File: config.mk
export PLATFORM = sky130hd
export DESIGN_NAME = periodic_timer
export DESIGN_NICKNAME = d
export VERILOG_FILES = /design/src/inc/periodic_timer_pkg.sv /design/src/inc/pin_edge_if.sv /design/src/pin_sync.sv /design/src/tick_gen.sv /design/src/periodic_timer.sv
export SDC_FILE = /design/constraint.sdc
export NUM_CORES = 1
export LEC_CHECK = 0
export BUFFER_PORTS_ARGS = -buffer_cell sky130_fd_sc_hd__buf_2
export CORE_ASPECT_RATIO = 0.6
export CORE_UTILIZATION = 40
export CTS_CLUSTER_SIZE = 8
export DETAILED_ROUTE_END_ITERATION = 7
export MAX_ROUTING_LAYER = met4
export PLACE_DENSITY = 0.66
export SLEW_MARGIN = 20
export SYNTH_ARGS = -nofsm -noshare
export SYNTH_HDL_FRONTEND = slang
export SYNTH_HIERARCHICAL = 1
export SYNTH_SLANG_ARGS = --single-unit
File: constraint.sdc
create_clock -name sys_clk -period 4.3 [get_ports sys_clk]
set_clock_uncertainty 0.05 [all_clocks]
set_input_delay 0.86 -clock sys_clk [delete_from_list [all_inputs] [get_ports sys_clk]]
set_output_delay 0.86 -clock sys_clk [all_outputs]
set_load 0.02 [all_outputs]
File: src/inc/periodic_timer_pkg.sv
package periodic_timer_pkg;

  // Widths.
  localparam int CNT_W = 10;
  localparam int ADDR_W = 8;

  // Register byte addresses, one aligned word each.
  localparam logic [ADDR_W-1:0] OFS_CTL0 = 8'h00;
  localparam logic [ADDR_W-1:0] OFS_CTL1 = 8'h04;
  localparam logic [ADDR_W-1:0] OFS_CTL2 = 8'h08;
  localparam logic [ADDR_W-1:0] OFS_CNT_LO = 8'h0C;
  localparam logic [ADDR_W-1:0] OFS_CNT_HI = 8'h10;
  localparam logic [ADDR_W-1:0] OFS_CMPA_LO = 8'h14;
  localparam logic [ADDR_W-1:0] OFS_CMPA_HI = 8'h18;
  localparam logic [ADDR_W-1:0] OFS_CAPB_LO = 8'h1C;
  localparam logic [ADDR_W-1:0] OFS_CAPB_HI = 8'h20;
  localparam logic [ADDR_W-1:0] OFS_PER_LO = 8'h24;
  localparam logic [ADDR_W-1:0] OFS_PER_HI = 8'h28;

  // Field positions of timer_control_0.
  localparam int C0_PAUSE = 7;
  localparam int C0_CLK_LSB = 4;
  localparam int C0_RUN = 3;
  localparam logic [7:0] C0_MASK = 8'hF8;

  // Field positions of timer_control_1.
  localparam int C1_OP_LSB = 6;
  localparam int C1_IO_LSB = 4;
  localparam int C1_OC = 3;
  localparam int C1_INV = 2;
  localparam int C1_CAPS = 1;
  localparam int C1_CCLR = 0;

  // Field positions of timer_capture_control.
  localparam int C2_TCLR_LSB = 1;
  localparam int C2_VLF = 0;

  // Reset values.
  localparam logic [7:0] CTL0_RST = 8'h00;
  localparam logic [7:0] CTL1_RST = 8'h00;
  localparam logic [1:0] TCLR_RST = 2'h0;
  localparam logic [CNT_W-1:0] VAL_RST = 10'h000;

  // Clock divider counts.
  localparam int SYS_DIV = 4;
  localparam int HI_DIV_A = 16;
  localparam int HI_DIV_B = 64;

  typedef enum logic [1:0] {
    OP_CMP = 2'h0,
    OP_CAP = 2'h1,
    OP_PWM = 2'h2,
    OP_TMR = 2'h3
  } op_e;

  typedef enum logic [2:0] {
    CK_SYS4 = 3'h0,
    CK_SYS = 3'h1,
    CK_HI16 = 3'h2,
    CK_HI64 = 3'h3,
    CK_SUB_A = 3'h4,
    CK_SUB_B = 3'h5,
    CK_EXT_R = 3'h6,
    CK_EXT_F = 3'h7
  } clk_e;

endpackage

File: src/inc/pin_edge_if.sv
`timescale 1ns/1ps
`default_nettype none
interface pin_edge_if;
  logic rise;
  logic fall;
  logic level;
  modport src (output rise, output fall, output level);
  modport dst (input rise, input fall, input level);
endinterface
`default_nettype wire

File: src/pin_sync.sv
`timescale 1ns/1ps
`default_nettype none
module pin_sync (
  // Clock and reset.
  input wire logic sys_clk,
  input wire logic nrst,
  // Asynchronous pin.
  input wire logic pin,
  // Filtered level and edges.
  pin_edge_if.src e
);
  typedef struct packed {
    logic s1;
    logic s2;
    logic s3;
    logic lvl;
  } sync_s;

  sync_s st_q;
  sync_s st_d;

  // A change is accepted once the second and third stages agree.
  always_comb begin
    st_d = st_q;
    st_d.s1 = pin;
    st_d.s2 = st_q.s1;
    st_d.s3 = st_q.s2;
    if (st_q.s2 == st_q.s3) begin
      st_d.lvl = st_q.s3;
    end
  end

  always_ff @(posedge sys_clk or negedge nrst) begin
    if (!nrst) begin
      st_q <= '0;
    end else begin
      st_q <= st_d;
    end
  end

  assign e.rise = st_q.s2 & st_q.s3 & ~st_q.lvl;
  assign e.fall = ~st_q.s2 & ~st_q.s3 & st_q.lvl;
  assign e.level = st_q.lvl;
endmodule
`default_nettype wire

File: src/tick_gen.sv
`timescale 1ns/1ps
`default_nettype none
module tick_gen (
  // Clock and reset.
  input wire logic sys_clk,
  input wire logic nrst,
  // Source selection.
  input wire periodic_timer_pkg::clk_e clk_sel,
  // Synchronised clock pins.
  pin_edge_if.dst hi,
  pin_edge_if.dst sub,
  pin_edge_if.dst ext,
  // One-cycle count pulse.
  output logic tick
);
  import periodic_timer_pkg::*;

  typedef struct packed {
    logic [1:0] div;
    logic [5:0] hdiv;
  } tick_s;

  tick_s st_q;
  tick_s st_d;

  // Prescalers for the system clock and the high-speed clock.
  always_comb begin
    st_d = st_q;
    st_d.div = st_q.div + 2'h1;
    if (hi.rise) begin
      st_d.hdiv = st_q.hdiv + 6'h01;
    end
  end

  always_ff @(posedge sys_clk or negedge nrst) begin
    if (!nrst) begin
      st_q <= '0;
    end else begin
      st_q <= st_d;
    end
  end

  // Counter clock source selection.
  always_comb begin
    case (clk_sel)
      CK_SYS4: tick = (st_q.div == 2'(SYS_DIV - 1));
      CK_SYS: tick = 1'b1;
      CK_HI16: tick = hi.rise & (st_q.hdiv[3:0] == 4'(HI_DIV_A - 1));
      CK_HI64: tick = hi.rise & (st_q.hdiv == 6'(HI_DIV_B - 1));
      CK_SUB_A: tick = sub.rise;
      CK_SUB_B: tick = sub.rise;
      CK_EXT_R: tick = ext.rise;
      CK_EXT_F: tick = ext.fall;
      default: tick = 1'b0;
    endcase
  end
endmodule
`default_nettype wire

File: src/periodic_timer.sv
`timescale 1ns/1ps
`default_nettype none
module periodic_timer #(
  parameter bit HAS_CAP_B = 1'b1
) (
  // Clock and reset.
  input wire logic sys_clk,
  input wire logic nrst,
  // APB slave.
  input wire logic psel,
  input wire logic penable,
  input wire logic pwrite,
  input wire logic [periodic_timer_pkg::ADDR_W-1:0] paddr,
  input wire logic [31:0] pwdata,
  output logic [31:0] prdata,
  output logic pready,
  output logic pslverr,
  // External pins and internal sources.
  input wire logic ext_clk_pin,
  input wire logic cap_input_pin,
  input wire logic line_cmp_out,
  input wire logic high_clk,
  input wire logic sub_clk,
  input wire logic [1:0] input_src_field,
  // Timer output and match events.
  output logic timer_out_pin,
  output logic timer_out_active,
  output logic cmp_a_flag,
  output logic cmp_p_flag
);
  import periodic_timer_pkg::*;

  typedef struct packed {
    logic [7:0] ctl0;
    logic [7:0] ctl1;
    logic [1:0] tclr;
    logic vlf;
    logic [CNT_W-1:0] cnt;
    logic [CNT_W-1:0] cmp_a;
    logic [CNT_W-1:0] cap_b;
    logic [CNT_W-1:0] cmp_p;
    logic run_prev;
    logic out_raw;
    logic pin;
    logic pin_act;
    logic a_flag;
    logic p_flag;
    logic [31:0] rdata;
    logic err;
  } tmr_s;

  tmr_s st_q;
  tmr_s st_d;

  pin_edge_if ext_e ();
  pin_edge_if cap_e ();
  pin_edge_if line_e ();
  pin_edge_if hi_e ();
  pin_edge_if sub_e ();

  logic tick;

  // Every pin passes a three-stage synchroniser and edge filter.
  pin_sync u_ext (.sys_clk(sys_clk), .nrst(nrst), .pin(ext_clk_pin), .e(ext_e));
  pin_sync u_cap (.sys_clk(sys_clk), .nrst(nrst), .pin(cap_input_pin), .e(cap_e));
  pin_sync u_line (.sys_clk(sys_clk), .nrst(nrst), .pin(line_cmp_out), .e(line_e));
  pin_sync u_hi (.sys_clk(sys_clk), .nrst(nrst), .pin(high_clk), .e(hi_e));
  pin_sync u_sub (.sys_clk(sys_clk), .nrst(nrst), .pin(sub_clk), .e(sub_e));

  tick_gen u_tick (
    .sys_clk(sys_clk),
    .nrst(nrst),
    .clk_sel(clk_e'(st_q.ctl0[C0_CLK_LSB +: 3])),
    .hi(hi_e),
    .sub(sub_e),
    .ext(ext_e),
    .tick(tick)
  );

  // Replaces the low byte of a ten-bit value.
  function automatic logic [CNT_W-1:0] put_lo(input logic [CNT_W-1:0] v, input logic [7:0] b);
    put_lo = {v[CNT_W-1:8], b};
  endfunction

  // Replaces the two high bits of a ten-bit value.
  function automatic logic [CNT_W-1:0] put_hi(input logic [CNT_W-1:0] v, input logic [7:0] b);
    put_hi = {b[1:0], v[7:0]};
  endfunction

  // Places a register byte in the low lane of a bus word.
  function automatic logic [31:0] word8(input logic [7:0] b);
    word8 = {24'h000000, b};
  endfunction

  logic run;
  logic pause;
  op_e op;
  logic [1:0] io;
  logic oc;
  logic inv;
  logic caps;
  logic cclr;
  logic run_rise;
  logic adv;
  logic [CNT_W:0] nxt;
  logic a_hit;
  logic p_hit;
  logic trig_rise;
  logic trig_fall;
  logic src_level_rise;
  logic src_level_fall;
  logic cap_rise;
  logic cap_fall;
  logic edge_clr;
  logic clr;
  logic setup;
  logic access;
  logic unmapped;

  always_comb begin
    st_d = st_q;
    st_d.a_flag = 1'b0;
    st_d.p_flag = 1'b0;

    run = st_q.ctl0[C0_RUN];
    pause = st_q.ctl0[C0_PAUSE];
    op = op_e'(st_q.ctl1[C1_OP_LSB +: 2]);
    io = st_q.ctl1[C1_IO_LSB +: 2];
    oc = st_q.ctl1[C1_OC];
    inv = st_q.ctl1[C1_INV];
    caps = st_q.ctl1[C1_CAPS];
    cclr = st_q.ctl1[C1_CCLR];

    // Switch-on edge and counting enable.
    run_rise = run & ~st_q.run_prev;
    st_d.run_prev = run;
    adv = run & ~pause & tick;

    // Comparators see the value the counter is about to take.
    nxt = {1'b0, st_q.cnt} + 11'h001;
    a_hit = adv & (nxt[CNT_W-1:0] == st_q.cmp_a) & (st_q.cmp_a != VAL_RST);
    p_hit = adv & (nxt[CNT_W-1:0] == st_q.cmp_p);

    // Capture trigger source.
    if (HAS_CAP_B && input_src_field != 2'h0) begin
      src_level_rise = line_e.rise;
      src_level_fall = line_e.fall;
    end else begin
      src_level_rise = cap_e.rise;
      src_level_fall = cap_e.fall;
    end
    trig_rise = caps ? ext_e.rise : src_level_rise;
    trig_fall = caps ? ext_e.fall : src_level_fall;

    // Edge selection for capture.
    cap_rise = 1'b0;
    cap_fall = 1'b0;
    edge_clr = 1'b0;
    if (op == OP_CAP && run) begin
      cap_rise = trig_rise & ((io == 2'h0) | (io == 2'h2));
      cap_fall = trig_fall & ((io == 2'h1) | (io == 2'h2));
      // Extra clear on trigger edges.
      if (HAS_CAP_B) begin
        case (st_q.tclr)
          2'h1: edge_clr = trig_rise;
          2'h2: edge_clr = trig_fall;
          2'h3: edge_clr = trig_rise | trig_fall;
          default: edge_clr = 1'b0;
        endcase
      end
    end

    // Clear condition and match requests per mode.
    case (op)
      OP_CMP, OP_TMR: begin
        // Overflow wraps to zero when the period value is zero.
        clr = cclr ? a_hit : p_hit;
        st_d.a_flag = a_hit;
        st_d.p_flag = p_hit & ~cclr;
      end
      OP_PWM: begin
        clr = p_hit;
        st_d.a_flag = a_hit;
        st_d.p_flag = p_hit;
      end
      OP_CAP: begin
        clr = p_hit;
        st_d.a_flag = cap_rise | cap_fall;
        st_d.p_flag = p_hit;
      end
      default: begin
        clr = 1'b0;
      end
    endcase

    // Up counter: only a switch-on, a clear or a tick changes it.
    if (run_rise) begin
      st_d.cnt = VAL_RST;
    end else if (edge_clr) begin
      st_d.cnt = VAL_RST;
    end else if (adv) begin
      st_d.cnt = clr ? VAL_RST : nxt[CNT_W-1:0];
    end

    // Output waveform.
    if (run_rise && (op != OP_TMR) && (op != OP_CAP)) begin
      st_d.out_raw = oc;
    end else if (op == OP_CMP) begin
      // Only comparator A acts on the output.
      if (a_hit) begin
        case (io)
          2'h1: st_d.out_raw = 1'b0;
          2'h2: st_d.out_raw = 1'b1;
          2'h3: st_d.out_raw = ~st_q.out_raw;
          default: st_d.out_raw = st_q.out_raw;
        endcase
      end
    end else if (op == OP_PWM) begin
      case (io)
        2'h0: st_d.out_raw = ~oc;
        2'h1: st_d.out_raw = oc;
        // Active while the count is below the duty; full when duty reaches the period.
        2'h2: st_d.out_raw = (st_d.cnt < st_q.cmp_a) ? oc : ~oc;
        default: begin
          if (a_hit) begin
            st_d.out_raw = ~oc;
          end
        end
      endcase
    end
    st_d.pin = (op == OP_TMR) ? 1'b0 : (st_d.out_raw ^ inv);
    st_d.pin_act = (op != OP_TMR) && (op != OP_CAP);

    // APB register access.
    setup = psel & ~penable;
    access = psel & penable;
    unmapped = 1'b0;
    if (setup) begin
      case (paddr)
        OFS_CTL0: st_d.rdata = word8(st_q.ctl0 & C0_MASK);
        OFS_CTL1: st_d.rdata = word8(st_q.ctl1);
        OFS_CTL2: st_d.rdata = word8({5'h00, st_q.tclr, st_q.vlf});
        OFS_CNT_LO: st_d.rdata = word8(st_q.cnt[7:0]);
        OFS_CNT_HI: st_d.rdata = word8({6'h00, st_q.cnt[9:8]});
        OFS_CMPA_LO: st_d.rdata = word8(st_q.cmp_a[7:0]);
        OFS_CMPA_HI: st_d.rdata = word8({6'h00, st_q.cmp_a[9:8]});
        OFS_CAPB_LO: st_d.rdata = word8(st_q.cap_b[7:0]);
        OFS_CAPB_HI: st_d.rdata = word8({6'h00, st_q.cap_b[9:8]});
        OFS_PER_LO: st_d.rdata = word8(st_q.cmp_p[7:0]);
        OFS_PER_HI: st_d.rdata = word8({6'h00, st_q.cmp_p[9:8]});
        default: begin
          st_d.rdata = 32'h00000000;
          unmapped = 1'b1;
        end
      endcase
      if (!HAS_CAP_B && (paddr == OFS_CTL2 || paddr == OFS_CAPB_LO || paddr == OFS_CAPB_HI)) begin
        st_d.rdata = 32'h00000000;
        unmapped = 1'b1;
      end
      st_d.err = unmapped;
    end
    if (access && pwrite && !st_q.err) begin
      case (paddr)
        OFS_CTL0: st_d.ctl0 = pwdata[7:0] & C0_MASK;
        OFS_CTL1: st_d.ctl1 = pwdata[7:0];
        OFS_CTL2: st_d.tclr = pwdata[C2_TCLR_LSB +: 2];
        OFS_CMPA_LO: st_d.cmp_a = put_lo(st_q.cmp_a, pwdata[7:0]);
        OFS_CMPA_HI: st_d.cmp_a = put_hi(st_q.cmp_a, pwdata[7:0]);
        OFS_CAPB_LO: st_d.cap_b = put_lo(st_q.cap_b, pwdata[7:0]);
        OFS_CAPB_HI: st_d.cap_b = put_hi(st_q.cap_b, pwdata[7:0]);
        OFS_PER_LO: st_d.cmp_p = put_lo(st_q.cmp_p, pwdata[7:0]);
        OFS_PER_HI: st_d.cmp_p = put_hi(st_q.cmp_p, pwdata[7:0]);
        default: st_d.err = st_q.err;
      endcase
    end

    // Capture latches; hardware wins over a software write in the same cycle.
    if (cap_rise) begin
      st_d.vlf = 1'b1;
      if (HAS_CAP_B && st_q.tclr != 2'h0) begin
        st_d.cap_b = st_q.cnt;
      end else begin
        st_d.cmp_a = st_q.cnt;
      end
    end
    if (cap_fall) begin
      st_d.vlf = 1'b0;
      st_d.cmp_a = st_q.cnt;
    end
  end

  always_ff @(posedge sys_clk or negedge nrst) begin
    if (!nrst) begin
      st_q <= '0;
      st_q.ctl0 <= CTL0_RST;
      st_q.ctl1 <= CTL1_RST;
      st_q.tclr <= TCLR_RST;
      st_q.cnt <= VAL_RST;
      st_q.cmp_a <= VAL_RST;
      st_q.cap_b <= VAL_RST;
      st_q.cmp_p <= VAL_RST;
    end else begin
      st_q <= st_d;
    end
  end

  assign prdata = st_q.rdata;
  assign pready = 1'b1;
  assign pslverr = access & st_q.err;
  assign timer_out_pin = st_q.pin;
  assign timer_out_active = st_q.pin_act;
  assign cmp_a_flag = st_q.a_flag;
  assign cmp_p_flag = st_q.p_flag;
endmodule
`default_nettype wire

==> results.sh, run 1 <==
export IMPL_drtIter0Drc=577
export IMPL_ff2ff_path_depth=23
export IMPL_htreeDepth=3
export IMPL_drive_above_1_share=0.3178
export IMPL_antenna_found_initial=0
export IMPL_seq_area_um2=2477
export IMPL_vias=5344
export IMPL_path_max_fanout=6
export IMPL_slowest_delay_ns=0.52
export IMPL_hold_viol=0
export IMPL_whs_path_depth=0
export IMPL_worst_pin_slew_ns=0.7996
export IMPL_routedWlPerCell_um=19.35
export IMPL_place_hpwl_um=14220
export IMPL_clk_path_buf_depth=2
export IMPL_powerDensity_nw_per_um2=274.2
export IMPL_num_rows=34
export IMPL_most_common_layout_cells="buf_4 (103), dfrtp_1 (99), nor2_1 (56)"
export IMPL_synth_area_um2=6259
export IMPL_pre_cts_ws_ns=-0.6834
export IMPL_crit_required_ns=4.54
export IMPL_drc=0
export IMPL_numCtsBuffers=9
export IMPL_top_level_ports=90
export IMPL_gp_congestion=0.9953
export IMPL_gr_total_overflow=0
export IMPL_antenna_cells=0
export IMPL_status="finished, violations left"
export IMPL_power_leakage_nw=3.762
export IMPL_nets=829
export IMPL_root_buffer="clkbuf_16"
export IMPL_core_area_um2=14890
export IMPL_die_area_um2=16170
export IMPL_min_path_type="reg -> reg"
export IMPL_cp_num_buf_inv=1
export IMPL_initial_utilization=0.4203
export IMPL_fin_ws_ns=-0.5660
export IMPL_slew_viol_final=0
export IMPL_crit_type="reg -> reg"
export IMPL_grt_pass1_wl_um=29120
export IMPL_dr_pass1_iters=5
export IMPL_cp_cell_sequence="inv_1 > ha_2 > and2_4 > mux2_4 > mux4_2 > nand3b_1 > nor4_2 > nand3_1 > a2111oi_4 > a32oi_2 > nand2_2 > or3_1 > a21oi_2 > ha_1 > a21o_1 > a21o_1 > a21oi_2 > o21ai_1 > a31o_2 > nor2_1 > mux2i_2 > or4_1 > nand3_1"
export IMPL_final_common_cell="buf_4"
export IMPL_maxSlewHeadroom=0.4650
export IMPL_multiInputGateArea_um2=3441
export IMPL_stdcell_area_um2=7611
export IMPL_track_usage=0.2473
export IMPL_avgSynthCellArea_um2=9.998
export IMPL_grt_pass1_vias=5121
export IMPL_syn2layout_area_growth_pct=21.61
export IMPL_worst_setup_path_start_kind="flop"
export IMPL_clock_latency_ns=0.35
export IMPL_post_route_min_period_ns=4.866
export IMPL_setup_tns_ns=-0.9434
export IMPL_port_buffers=40
export IMPL_fill_cells=1379
export IMPL_peakVddDrop_v=0.0001922
export IMPL_grt_max_degree=86
export IMPL_grt_setup_unrepaired="true"
export IMPL_max_freq_mhz=205.5
export IMPL_setup_violations=2
export IMPL_detail_route_antenna_nets=0
export IMPL_die_w_um=163.5
export IMPL_crit_cells=23
export IMPL_min_period_over_period=1.132
export IMPL_violations="negative setup slack"
export IMPL_clock_sinks=99
export IMPL_cts_tree="built"
export IMPL_worstPathArrival_ns=5.10
export IMPL_clk_pin_slew_ns=0.08
export IMPL_crit_slowest_cell="mux4_2"
export IMPL_fp_dieH_um=98.89
export IMPL_yosys_warnings=6
export IMPL_place_area_um2=7106
export IMPL_cap_violations=0
export IMPL_cp_end_kind="flop"
export IMPL_wirelength_um=18390
export IMPL_synthCells=626
export IMPL_via_per_inst=5.625
export IMPL_cp_top_family="simple AND/OR/NAND/NOR gates"
==> per-stage QoR <==
step	instances	utilization	power [mW]	hold WS, ns
3_5_place_dp	919	0.4772	1.275	0.2863
5_1_grt	950	0.5112	2.170	0.3110
2_1_floorplan	649	-	1.181	0.2812
4_1_cts	948	0.5092	2.103	0.3053
3_3_place_gp	919	0.4772	1.258	0.2822
6_report	950	0.5112	2.087	0.3038
==> flip-flops by register name, summed over array words and instances (netlist names), 2 cells and up <==
signal,cells
st_q,49
prdata,8
u_ext/st_d,2
op,2
u_line/st_d,2
u_sub/st_d,2
u_hi/st_d,2
io,2
u_tick/st_q,8
u_cap/st_d,2
==> path summary, 6_finish.rpt <==
check	from	endpoint	slack [ns]
hold / removal	u_ext/st_d[2]	u_ext/st_d[1]	0.30
setup reg to reg	u_ext/st_q[1]	timer_out_pin	-0.57
hold reg to reg	u_ext/st_d[2]	u_ext/st_d[1]	0.30
max in group asynchronous	nrst	st_q[38]	2.92
setup / recovery	u_ext/st_q[1]	timer_out_pin	-0.57
min in group asynchronous	nrst	u_sub/st_d[1]	0.51
==> routing by layer <==
layer,GRT usage,vias up,wire length [µm]
met4,0.04345,0,167
met1,0.3864,2649,9330
met2,0.3256,238,7201
met5,-,-,0
met3,0.04798,15,1687
li1,-,2442,-
==> layout make-up <==
class | count | share of cell area
flip-flops and latches | 99 | 0.3255
well taps | 198 | 0.03255
repair buffers | 145 | 0.1340
multi-input cells | 460 | 0.4521
inverters | 32 | 0.01578
clock buffers | 9 | 0.02959
clock inverters | 7 | 0.01052
==> power by group <==
part           internal [mW]  switching [mW]  total [mW]  leakage [nW]
combinational          0.111           0.141       0.252          2.32
sequential             0.979          0.0335        1.01          1.29
clock                  0.415           0.407       0.823         0.146
==> timing repair <==
action                     4_1_cts  5_1_grt
setup endpoints to repair        2        2
buffers inserted                13        2
pin swaps                       11        4
gates resized for setup         15        4
hold buffers                     0        0
No activity file was read; power rests on OpenSTA's default activity.
==> run 2, diff against run 1 <==
--- a/config.mk
+++ b/config.mk
@@ -12,6 +12,8 @@
 export DETAILED_ROUTE_END_ITERATION = 7
 export MAX_ROUTING_LAYER = met4
 export PLACE_DENSITY = 0.66
+export RECOVER_POWER = 50
+export SKIP_LAST_GASP = 1
 export SLEW_MARGIN = 20
 export SYNTH_ARGS = -nofsm -noshare
 export SYNTH_HDL_FRONTEND = slang
==> run 2 against run 1 <==
Effect of this change: sequential power about the same; final cell count up 0.11%; flip-flop and latch count unchanged; largest power group unchanged; register-to-register slack about the same; first-iteration DRC count down 0.69%; die area unchanged; routed wire length about the same; sequential share of layout area up 0.075 points; power down 0.20%; clock power about the same; hold slack worse by 0.00059 ns; the flow finishes with violations (max-capacitance violations, max-slew violations, negative setup slack).
==> results.sh, run 2 (synthesis results as in run 1) <==
export IMPL_status="finished, violations left"
export IMPL_violations="max-capacitance violations, max-slew violations, negative setup slack"
export IMPL_place_hpwl_um=14220
export IMPL_min_period_over_period=1.135
export IMPL_num_rows=34
export IMPL_setup_violations=2
export IMPL_fp_dieH_um=98.89
export IMPL_largest_register_ffs=49
export IMPL_dr_pass1_iters=8
export IMPL_cts_tree="built"
export IMPL_gr_total_overflow=0
export IMPL_grt_pass1_vias=5121
export IMPL_grt_setup_unrepaired="true"
export IMPL_fin_ws_ns=-0.5788
export IMPL_crit_required_ns=4.54
export IMPL_grt_max_degree=86
export IMPL_hold_buffers=0
export IMPL_post_route_min_period_ns=4.879
export IMPL_most_common_layout_cells="buf_4 (100), dfrtp_1 (99), nor2_1 (56)"
export IMPL_numCtsBuffers=9
export IMPL_syn2layout_area_growth_pct=21.33
export IMPL_power_leakage_nw=3.746
export IMPL_antenna_cells=0
export IMPL_min_path_type="reg -> reg"
export IMPL_final_common_cell="buf_4"
export IMPL_grt_pass1_wl_um=29120
export IMPL_worst_pin_slew_ns=2.173
export IMPL_final_util=0.5100
export IMPL_via_per_inst=5.624
export IMPL_drtIter0Drc=573
export IMPL_port_buffers=40
export IMPL_htreeDepth=3
export IMPL_top_level_ports=90
export IMPL_clock_sinks=99
export IMPL_drive_above_1_share=0.3121
export IMPL_path_max_fanout=6
export IMPL_worstReg2RegStart="u_ext/st_q[1]"
export IMPL_peakVddDrop_v=0.0001923
export IMPL_clk_path_buf_depth=2
export IMPL_crit_type="reg -> reg"
export IMPL_drc=0
export IMPL_cap_violations=1
export IMPL_initial_utilization=0.4203
export IMPL_root_buffer="clkbuf_16"
export IMPL_core_area_um2=14890
export IMPL_antenna_found_initial=0
export IMPL_setup_tns_ns=-0.9547
export IMPL_wirelength_um=18370
export IMPL_powerDensity_nw_per_um2=274.3
export IMPL_vias=5348
export IMPL_nets=830
export IMPL_hold_start="u_line/st_d[2]"
export IMPL_regMostFlops="st_q"
export IMPL_gp_congestion=0.9953
export IMPL_clock_latency_ns=0.35
export IMPL_crit_start="u_ext/st_q[1]"
export IMPL_worstPathArrival_ns=5.12
export IMPL_die_w_um=163.5
export IMPL_detail_route_antenna_nets=0
export IMPL_clk_pin_slew_ns=0.08
export IMPL_cp_end_kind="flop"
export IMPL_routedWlPerCell_um=19.32
export IMPL_worst_setup_path_start_kind="flop"
export IMPL_maxSlewHeadroom=-0.4490
export IMPL_max_freq_mhz=205.0
export IMPL_slew_viol_final=86
export IMPL_die_area_um2=16170
export IMPL_hold_viol=0
export IMPL_track_usage=0.2473
run 2: cell type report:
| cell class | count | area (µm²) |
|---|---|---|
| clock buffer | 9 | 225.2 |
| sequential | 99 | 2477 |
| clock inverter | 7 | 80.08 |
| tap | 198 | 247.7 |
| multi-input combinational | 460 | 3430 |
| fill | 1385 | 7296 |
| timing repair buffer | 146 | 1013 |
| inverter | 32 | 120.1 |
run 2: path summary, 6_finish.rpt:
path,slack [ns],to,cells after the start
min in group asynchronous,1.09,u_ext/st_d[2],1
max in group asynchronous,1.84,st_q[0],1
worst max-delay path,-0.58,timer_out_pin,23
worst min-delay path,0.30,u_line/st_d[1],0
worst min register to register,0.30,u_line/st_d[1],0
worst max register to register,-0.58,timer_out_pin,23
run 2: where the power goes:
part | internal [mW] | switching [mW] | total (mW)
registers | 0.979 | 0.0329 | 1.01
clock network | 0.415 | 0.409 | 0.825
logic | 0.106 | 0.140 | 0.246
run 2: repair_timing:
item	CTS	global route
endpoints found under the setup margin	2	2
cloned	0	0
buffers inserted	13	3
pin swaps	10	4
resized for setup	15	4
run 2: metal layers:
| layer | global-route usage | part of all wire |
|---|---|---|
| met5 | - | 0 |
| met3 | 0.04798 | 0.087 |
| met2 | 0.3256 | 0.39 |
| met4 | 0.04345 | 0.011 |
| met1 | 0.3864 | 0.51 |
run 2: critical path, cell delays in order (launching register included):
cell       delay, ns
dfrtp_1         0.38
inv_1           0.05
ha_2            0.17
and2_4          0.15
mux2_4          0.25
mux4_2          0.52
nand3b_1        0.19
nor4_2          0.07
nand3_1         0.15
a2111oi_4       0.05
a32oi_2         0.21
nand2_2         0.15
or3_1           0.34
a21oi_2         0.17
ha_1            0.27
a21o_1          0.17
a21o_1          0.18
a21oi_2         0.20
o21ai_1         0.10
a31o_2          0.25
nor2_1          0.14
mux2i_2         0.10
or4_1           0.42
nand3_1         0.08
run 2: per-stage QoR:
stage	worst slack [ns]	area, µm²	hold WS (ns)	std cells	power [mW]
2_1_floorplan	-0.1159	6369	0.2812	649	1.181
3_5_place_dp	-0.6834	7106	0.2863	919	1.275
6_report	-0.5788	7594	0.3032	951	2.083
4_1_cts	-0.5055	7582	0.3053	948	2.103
3_3_place_gp	-0.5490	7106	0.2822	919	1.258
5_1_grt	-0.7428	7594	0.3110	951	2.165
